**src/design/lqeo_pkg.sv**
```systemverilog
package lqeo_pkg;
    // Grating period and interpolation in nanometres.
    localparam int unsigned GRATING_PERIOD_NM = 40000;
    localparam int unsigned RES_MIN_NM        = 500;
    localparam int unsigned RES_MAX_NM        = 10000;
    localparam int unsigned RES_DEFAULT_NM    = 1000;
    // Index spacing in nanometres (50 mm).
    localparam int unsigned INDEX_PITCH_NM    = 50000000;
    // Counts per quadrature cycle with 4x decoding.
    localparam int unsigned QUAD_STATES       = 4;
    // Maximum travel speed in mm/s.
    localparam int unsigned MAX_SPEED_MM_S    = 16000;
    localparam int unsigned CLK_MHZ           = 125;
    localparam int unsigned POS_W             = 32;
    localparam logic [1:0]  PHASE_RESET       = 2'h0;
    localparam logic        DIR_FWD           = 1'h1;

    typedef enum logic [1:0] {
        LQEO_RUN,
        LQEO_FAULT
    } lqeo_state_t;
endpackage

```
**src/design/lqeo_step_if.sv**
```systemverilog
`timescale 1ns/100ps
interface lqeo_step_if;
    logic       step;
    logic       dir;
    logic [1:0] phase;

    modport gen
    (
        output phase,
        input  step,
        input  dir
    );
    modport ctl
    (
        input  phase,
        output step,
        output dir
    );
endinterface

```
**src/design/lqeo_encoder_out.sv**
```systemverilog
`timescale 1ns/100ps
// Overview of operation
// - A and B are square waves ninety electrical degrees apart.
// - Index pulse every fifty millimetres of travel.
// - Fault output asserts on power, light source or contamination failure.
// - Resolution 0.5 to 10 um from 40 um pitch with 4x decode.
module lqeo_encoder_out
#(
    parameter int unsigned RES_NM = lqeo_pkg::RES_DEFAULT_NM
)
(
    input  wire logic               core_clk_i,
    input  wire logic               reset_i,
    input  wire logic               move_step_i,
    input  wire logic               move_dir_i,
    input  wire logic               power_ok_i,
    input  wire logic               light_ok_i,
    input  wire logic               scale_clean_i,
    output logic                    chan_a_o,
    output logic                    chan_b_o,
    output logic                    index_o,
    output logic                    fault_o,
    output logic                    fault_n_o,
    output logic [lqeo_pkg::POS_W-1:0] position_o
);
    // One step is one count of 4x decoding, so one resolution unit of travel.
    localparam int unsigned STEPS_PER_INDEX = lqeo_pkg::INDEX_PITCH_NM / RES_NM;
    localparam int unsigned IDX_W           = (STEPS_PER_INDEX > 1) ? $clog2(STEPS_PER_INDEX) : 1;
    localparam int unsigned POS_W           = lqeo_pkg::POS_W;
    localparam logic [IDX_W-1:0] IDX_LAST   = IDX_W'(STEPS_PER_INDEX - 1);
    localparam logic [IDX_W-1:0] IDX_FIRST  = IDX_W'(0);
    localparam logic [IDX_W-1:0] IDX_ONE    = IDX_W'(1);
    localparam logic [POS_W-1:0] POS_ONE    = POS_W'(1);

    lqeo_step_if stp ();

    lqeo_pkg::lqeo_state_t       state_ff;
    logic [IDX_W-1:0]            idx_cnt_ff;
    logic [POS_W-1:0]            pos_ff;
    logic                        chan_a_ff;
    logic                        chan_b_ff;
    logic                        index_ff;
    logic                        fault_ff;
    logic                        healthy;
    logic                        in_run;
    logic                        step_ok;
    logic                        step_fwd;
    logic                        nxt_at_index;

    // Channel A is the upper bit of the quadrature phase.
    function automatic logic chan_a_of(input logic [1:0] phase);
        return phase[1];
    endfunction

    // Channel B is the Gray partner of A, so only one pin moves per phase step.
    function automatic logic chan_b_of(input logic [1:0] phase);
        return phase[1] ^ phase[0];
    endfunction

    // Direction decode shared by the index counter and the position counter.
    function automatic logic is_fwd(input logic dir);
        return dir == lqeo_pkg::DIR_FWD;
    endfunction

    // Next index count for one step, wrapping at both ends of the pitch.
    function automatic logic [IDX_W-1:0] idx_step(input logic [IDX_W-1:0] cnt, input logic fwd);
        logic [IDX_W-1:0] nxt;
        nxt = cnt;
        if (fwd)
        begin
            if (cnt == IDX_LAST)
            begin
                nxt = IDX_FIRST;
            end
            else
            begin
                nxt = cnt + IDX_ONE;
            end
        end
        else
        begin
            if (cnt == IDX_FIRST)
            begin
                nxt = IDX_LAST;
            end
            else
            begin
                nxt = cnt - IDX_ONE;
            end
        end
        return nxt;
    endfunction

    assign healthy  = power_ok_i && light_ok_i && scale_clean_i;
    assign in_run   = (state_ff == lqeo_pkg::LQEO_RUN);
    assign step_ok  = move_step_i && in_run;
    assign step_fwd = is_fwd(move_dir_i);

    assign stp.step = step_ok;
    assign stp.dir  = step_fwd;

    lqeo_phase_gen u_phase
    (
        .core_clk_i (core_clk_i),
        .reset_i    (reset_i),
        .stp        (stp)
    );

    // A fault latches until the head is reset, so a brief dropout is not missed.
    always_ff @(posedge core_clk_i)
    begin
        if (reset_i)
        begin
            state_ff <= lqeo_pkg::LQEO_RUN;
        end
        else
        begin
            case (state_ff)
                lqeo_pkg::LQEO_RUN:
                begin
                    if (!healthy)
                    begin
                        state_ff <= lqeo_pkg::LQEO_FAULT;
                    end
                end
                lqeo_pkg::LQEO_FAULT:
                begin
                    state_ff <= lqeo_pkg::LQEO_FAULT;
                end
                default:
                begin
                    state_ff <= lqeo_pkg::LQEO_FAULT;
                end
            endcase
        end
    end

    always_ff @(posedge core_clk_i)
    begin
        if (reset_i)
        begin
            fault_ff <= 1'h0;
        end
        else
        begin
            fault_ff <= !healthy || !in_run;
        end
    end

    always_ff @(posedge core_clk_i)
    begin
        if (reset_i)
        begin
            chan_a_ff <= 1'h0;
            chan_b_ff <= 1'h0;
        end
        else
        begin
            chan_a_ff <= chan_a_of(stp.phase);
            chan_b_ff <= chan_b_of(stp.phase);
        end
    end

    always_ff @(posedge core_clk_i)
    begin
        if (reset_i)
        begin
            idx_cnt_ff <= IDX_FIRST;
        end
        else if (step_ok)
        begin
            idx_cnt_ff <= idx_step(idx_cnt_ff, step_fwd);
        end
    end

    assign nxt_at_index = (idx_cnt_ff == IDX_FIRST);

    always_ff @(posedge core_clk_i)
    begin
        if (reset_i)
        begin
            index_ff <= 1'h0;
        end
        else
        begin
            index_ff <= nxt_at_index;
        end
    end

    always_ff @(posedge core_clk_i)
    begin
        if (reset_i)
        begin
            pos_ff <= '0;
        end
        else if (step_ok)
        begin
            if (step_fwd)
            begin
                pos_ff <= pos_ff + POS_ONE;
            end
            else
            begin
                pos_ff <= pos_ff - POS_ONE;
            end
        end
    end

    // The outputs come straight from flip-flops, fault_n_o through one inverter, so the pins never glitch.

    assign chan_a_o   = chan_a_ff;
    assign chan_b_o   = chan_b_ff;
    assign index_o    = index_ff;
    assign fault_o    = fault_ff;
    assign fault_n_o  = ~fault_ff;
    assign position_o = pos_ff;
endmodule // lqeo_encoder_out

```
**src/design/lqeo_phase_gen.sv**
```systemverilog
`timescale 1ns/100ps
module lqeo_phase_gen
(
    input  wire logic   core_clk_i,
    input  wire logic   reset_i,
    lqeo_step_if.gen    stp
);
    logic [1:0] phase_ff;

    // Each step advances or retreats the quadrature state by one.
    always_ff @(posedge core_clk_i)
    begin
        if (reset_i)
            phase_ff <= lqeo_pkg::PHASE_RESET;
        else if (stp.step)
            phase_ff <= stp.dir ? phase_ff + 2'h1 : phase_ff - 2'h1;
    end

    assign stp.phase = phase_ff;
endmodule // lqeo_phase_gen

```
**config.mk**
```make
export PLATFORM = sky130hd
export DESIGN_NAME = lqeo_encoder_out
export DESIGN_NICKNAME = d
export VERILOG_FILES = /design/src/design/lqeo_pkg.sv /design/src/design/lqeo_step_if.sv /design/src/design/lqeo_encoder_out.sv /design/src/design/lqeo_phase_gen.sv
export SDC_FILE = /design/constraint.sdc
export NUM_CORES = 1
export LEC_CHECK = 0
export ABC_AREA = 1
export BUFFER_PORTS_ARGS = -buffer_cell sky130_fd_sc_hd__buf_4
export CORE_ASPECT_RATIO = 0.7
export CORE_MARGIN = 5
export CORE_UTILIZATION = 43
export DETAILED_ROUTE_END_ITERATION = 10
export HOLD_SLACK_MARGIN = 0.03
export MAX_ROUTING_LAYER = met4
export PLACE_DENSITY_LB_ADDON = 0.08
export SLEW_MARGIN = 15
export SYNTH_ARGS = -nofsm -noshare
export SYNTH_HDL_FRONTEND = slang
export SYNTH_SLANG_ARGS = --single-unit
export TNS_END_PERCENT = 50
```
**constraint.sdc**
```tcl
create_clock -name core_clk_i -period 4.2 [get_ports core_clk_i]
set_input_delay 0.21 -clock core_clk_i [delete_from_list [all_inputs] [get_ports core_clk_i]]
set_output_delay 0.21 -clock core_clk_i [all_outputs]
set_load 0.005 [all_outputs]
```
==> flow_summary_export.csv, run 1 <==
group,metric,value,unit
status,status,"completed",
clock_network,cts_resized,0,
power,peakVddDrop,0.0001771,V
clock_network,cts_tree,"built",
die,std_cell_rows,34,
drt,drc,0,
setup_path,crit_chain,"buf_4 -> inv_1 -> buf_4 -> ha_1 -> nand2_1 -> nor2_1 -> inv_1 -> o21bai_1 -> nor2_1 -> nand2_1 -> nand2_1 -> o21ai_0 -> inv_1",
synth,yosysMostFrequentCell,"nand2_1",
synth,synthesis.area,5423,sq um
placement,dp_slack,1738,ps
synth,synthArstFlopShare,0,%
finish,final_area,6017,sq um
timing,skew,7.697,ps
flow_run,max_cap_violations,0,
die,dieArea,14990,sq um
setup_path,required,4400,ps
synth,ys_ff_latch,55,
setup_path,r2r_slack,2060,ps
timing,max-slew-margin-rel,46.89,%
clock_network,path_clk_slew,80,ps
drt,viasPerCell,4.733,
die,coreArea,12380,sq um
clock_network,cts_setup_buffers,0,
power,p_leak,3.603,nW
finish,fill_cells,1316,
grt,grt_pass1_vias,4666,
timing,maxClockFrequency,0.4589,GHz
min_path,hp-class,"primary input to flip-flop",
clock_network,clock_sinks,55,
placement,io_buffer_count,43,
placement,gp_congestion,0.9592,
grt,antenna_found_initial,0,
setup_path,cp_slowest_stage_delay,390,ps
timing,fin_crit_sh,51.88,%
drt,ant_nets,0,
power,total_power,1.825,mW
setup_path,cp-end-kind,"flip-flop",
grt,grt_pass1_wl,24580,microns
drt,drt_iter0_markers,518,
timing,fin_ws,2021,ps
die,die-height,104.0,microns
clock_network,clock_latency,310,ps
clock_network,cts_buffer_depth,2,
clock_network,cts_made_buffers,5,
synth,synth_ff_type,"dfxtp_1",
finish,nets,1038,
clock_network,h-tree-depth,2,
die,initial_utilization,43.80,%
setup_path,critPathLaunchType,"primary input",
synth,synth_fp_nets,1005,
grt,grt_usage,20.77,%
grt,overflow,0,
synth,yosysTopAreaCell,"nand2_1",
finish,synthToLayoutAreaGrowth,10.96,%
timing,totalNegativeSetupSlack,0,ps
timing,period_minus_slack,2179,ps
drt,num_vias,5490,
timing,hold_violations,0,
die,die_w,144.2,microns
die,pin_count,44,
placement,placedCellCount,1152,
placement,placed_cell_area,5828,sq um
synth,yosys-top-cells-count,"300 x nand2_1, 194 x inv_1, 129 x nor2_1",
synth,synthTopCellsByArea,"nand2_1 21%, dfxtp_1 20%, inv_1 13%",
setup_path,crit_fanout,20,
synth,synth_top_area_share,20.77,%
synth,synth_seq_area_share,20.30,%
finish,final_cells,1160,
timing,slew_viol_final,0,
clock_network,cts-root-buf,"clkbuf_16",
placement,dp_hpwl,11750,microns
drt,drt-total-wl,15150,microns
timing,rsz0062_at_grt,"false",
setup_path,cp.arrival,2380,ps
synth,syn_avg_cell_area,5.625,sq um
grt,grt_max_degree,48,
finish,utilization,48.61,%
timing,timing.hold.ws,140.0,ps
synth,synth_edf_count,0,
synth,ys_warn_count,0,
timing,worst-slew-pin-transition,795.5,ps
setup_path,critPathSlowestCell,"ha_1",
power,powerDensity,303.3,nW/um^2
setup_path,worstSetupPathType,"primary input to flip-flop",
synth,synthCells,964,
drt,wl_per_cell,13.06,microns
synth,synth.distinct_cells,39,
finish,final_layout_size_suffix_gt1_share,8.417,%
clock_network,cts_hold_buf,0,
drt,firstDrtPassIters,5,
timing,setup_violations,0,
finish,n_antenna_cell,0,
sequential cells by signal, summed over array words and instances (netlist names):
| register | count |
|---|---|
| chan_b_o | 1 |
| idx_cnt_ff | 16 |
| state_ff | 1 |
| position_o | 32 |
| fault_o | 1 |
| chan_a_o | 1 |
| u_phase.stp.phase | 2 |
| index_o | 1 |
path summary, 6_finish.rpt:
check	end	cells past startpoint	from
setup reg to reg	position_o[24]	12	position_o[0]
hold reg to reg	chan_a_o	2	u_phase.stp.phase[1]
hold / removal	state_ff[0]	2	light_ok_i
setup / recovery	position_o[16]	13	move_dir_i
layout by cell type, fill, tap and decap left out, drive strengths merged:
cell type / count
o21bai: 2
ha: 33
a21o: 2
nand2: 307
o311ai: 1
fa: 1
a21oi: 41
and3: 1
o21ai: 30
o211ai: 3
xor2: 27
a31oi: 1
buf: 47
or2: 1
nor2: 141
inv: 197
dfxtp: 55
and2: 1
xnor2: 1
bufinv: 2
nand4: 7
clkbuf: 6
nor3: 13
nand3: 76
a41oi: 2
worst max-delay path, delay by kind of cell:
kind            cells  cell delay, ps
compound gates      2             520
fa+ha+maj           1             390
buf+inv             5             630
simple gates        5             620
cell families after synthesis:
group	count (synthesis)	synth area share (%)
AO/OA/AOI/OAI	82	8.122
XOR/XNOR	28	4.522
adder cells (fa/ha/maj)	34	7.983
buffers and inverters	218	16.41
flip-flops	55	20.30
AND/OR/NAND/NOR	547	42.66
routing by layer:
| layer | GRT usage [%] | share of wire [%] |
|---|---|---|
| met5 | - | 0 |
| met4 | 2.530 | 0.71 |
| met1 | 34.96 | 57 |
| met3 | 4.779 | 8.1 |
| met2 | 24.47 | 34 |
report_power, final:
part	switching (mW)	internal (mW)	leakage [nW]
registers	0.0518	0.564	0.454
clock network	0.221	0.343	0.0911
logic	0.413	0.232	3.06
area by class of cell:
type	instances	area (sq um)	share of cell area, %
multi-input cells	691	3432	57.04
flip-flops and latches	55	1101	18.30
inverters	197	739.5	12.29
repair buffers	47	352.8	5.864
well taps	162	202.7	3.369
clock buffers	6	128.9	2.142
clock inverters	2	60.06	0.9981
Note: power is estimated with default switching activity, not from simulation.
==> run 2: changes to the inputs <==
==> constraint.sdc (replaced) <==
create_clock -name core_clk_i -period 1.96 [get_ports core_clk_i]
set_input_delay 0.098 -clock core_clk_i [delete_from_list [all_inputs] [get_ports core_clk_i]]
set_output_delay 0.098 -clock core_clk_i [all_outputs]
set_load 0.005 [all_outputs]
==> flow_summary_export.csv, run 2 (synthesis gave the netlist of run 1 again) <==
group,metric,value,unit
status,status,"completed",
timing,skew,9.268,ps
drt,num_vias,5783,
clock_network,path_clk_slew,80,ps
setup_path,reg2reg_from,"position_o[14]",
placement,placedCellCount,1207,
die,pin_count,44,
grt,grt_pass1_wl,25750,microns
timing,setup_violations,0,
clock_network,h-tree-depth,2,
drt,drt-total-wl,15740,microns
power,peakVddDrop,0.0003661,V
die,die_w,144.2,microns
placement,gp_congestion,1.002,
setup_path,required,2170,ps
finish,nets,1094,
finish,n_antenna_cell,0,
flow_run,max_cap_violations,0,
clock_network,clock_latency,310,ps
die,die-height,104.0,microns
finish,layout_common_cells,"293 x nand2_1, 192 x inv_1, 123 x nor2_1, 100 x buf_4, 69 x nand3_1",
min_path,worstHoldEndpoint,"fault_o",
setup_path,crit_fanout,4,
setup_path,critPathLaunchType,"flip-flop",
die,coreArea,12380,sq um
timing,fin_crit_sh,93.21,%
die,initial_utilization,43.80,%
clock_network,cts_made_buffers,5,
grt,overflow,0,
setup_path,r2r_cells,11,
min_path,hold_path_depth,2,
grt,grt_pass1_vias,5070,
finish,largest_reg_flops,32,
timing,max-slew-margin-rel,74.97,%
finish,fill_cells,1295,
min_path,hp-class,"primary input to flip-flop",
placement,dp_hpwl,12480,microns
die,dieArea,14990,sq um
timing,hold_violations,0,
timing,slew_viol_final,0,
clock_network,cts_setup_buffers,0,
finish,final_layout_size_suffix_gt1_share,16.03,%
setup_path,cp.arrival,2040,ps
min_path,min_from,"power_ok_i",
power,p_leak,3.910,nW
setup_path,r2r_slack,130,ps
setup_path,reg2reg_to,"position_o[23]",
finish,final_cells,1216,
clock_network,cts_buffer_depth,2,
timing,maxClockFrequency,0.5474,GHz
drt,ant_nets,0,
drt,drc,0,
drt,wl_per_cell,12.95,microns
timing,worst-slew-pin-transition,374.9,ps
finish,final_area,6594,sq um
placement,io_buffer_count,43,
clock_network,clock_sinks,55,
grt,grt_max_degree,33,
finish,synthToLayoutAreaGrowth,21.60,%
clock_network,cts-root-buf,"clkbuf_16",
timing,timing.hold.ws,39.59,ps
timing,period_minus_slack,1827,ps
die,std_cell_rows,34,
finish,mostFrequentLayoutCell,"nand2_1",
grt,grt_usage,21.59,%
power,powerDensity,625.8,nW/um^2
placement,placed_cell_area,6266,sq um
clock_network,cts_tree,"built",
drt,viasPerCell,4.756,
drt,drt_iter0_markers,430,
setup_path,cp-end-kind,"flip-flop",
grt,antenna_found_initial,0,
drt,firstDrtPassIters,6,
setup_path,worstSetupPathType,"flip-flop to flip-flop",
[run 2: cell types whose count changed in the layout (fill, tap and decap cells not counted), sizes merged]
cell         delta
dlygate4sd3     +1
buf            +55
[run 2: final cells by class]
type                            count  area, sq um  area share [%]
Clock buffer                        6        128.9           1.954
Clock inverter                      2        60.06          0.9108
Tap cell                          162        202.7           3.074
Inverter                          197        739.5           11.21
Sequential cell                    55         1105           16.76
Multi-Input combinational cell    691         3557           53.95
Timing Repair Buffer              103        800.8           12.14
[run 2: worst max-delay path by stage]
stage / start / to / slack, ps / cells past startpoint
final: position_o[14] / position_o[23] / 130 / 11
after global routing: position_o[10] / position_o[25] / -7 / 13
after CTS: position_o[1] / position_o[30] / 30 / 12
after detailed placement: move_dir_i / position_o[10] / -70 / 14
after global placement: move_dir_i / position_o[10] / -90 / 14
after floorplan: move_dir_i / position_o[15] / 220 / 12
[run 2: what timing repair did]
item                       CTS  global route
hold endpoints to repair     2             0
hold buffers                 1             0
setup endpoints to repair    0            22
resized for setup            0            31
[run 2: power by group]
group	total, mW	switching (mW)	leakage, nW	internal, mW
clock	1.20	0.469	0.0911	0.735
combinational	1.60	0.946	3.36	0.659
sequential	1.32	0.106	0.455	1.21
[run 2: stage by stage]
stage / util, % / worst slack (ps) / TNS [ps] / total power, mW
floorplan: - / 221.0 / 0 / 2.330
global placement: 50.62 / -89.63 / -284.8 / 2.873
detailed placement: 50.62 / -74.12 / -303.6 / 2.878
CTS: 52.22 / 25.48 / 0 / 4.100
global route: 53.26 / -6.504 / -7.175 / 4.429
finish: 53.26 / 133.1 / 0 / 4.127
[run 2: worst max-delay path, stage by stage (launching register included)]
cell	delay [ps]
dfxtp_1	340
ha_1	380
nand2_2	110
nor2_2	170
and2_1	150
nand2_1	60
nand2_2	130
nand2_1	120
nand3_1	100
nand3_1	80
nand2_1	60
inv_1	30
[run 2: layer usage]
layer	up-vias	share of wire [%]	GRT usage, %
met5	-	0	-
met4	0	0.76	3.063
met3	10	7.6	3.676
met2	161	36	26.99
met1	2499	56	35.63
li1	3113	-	-
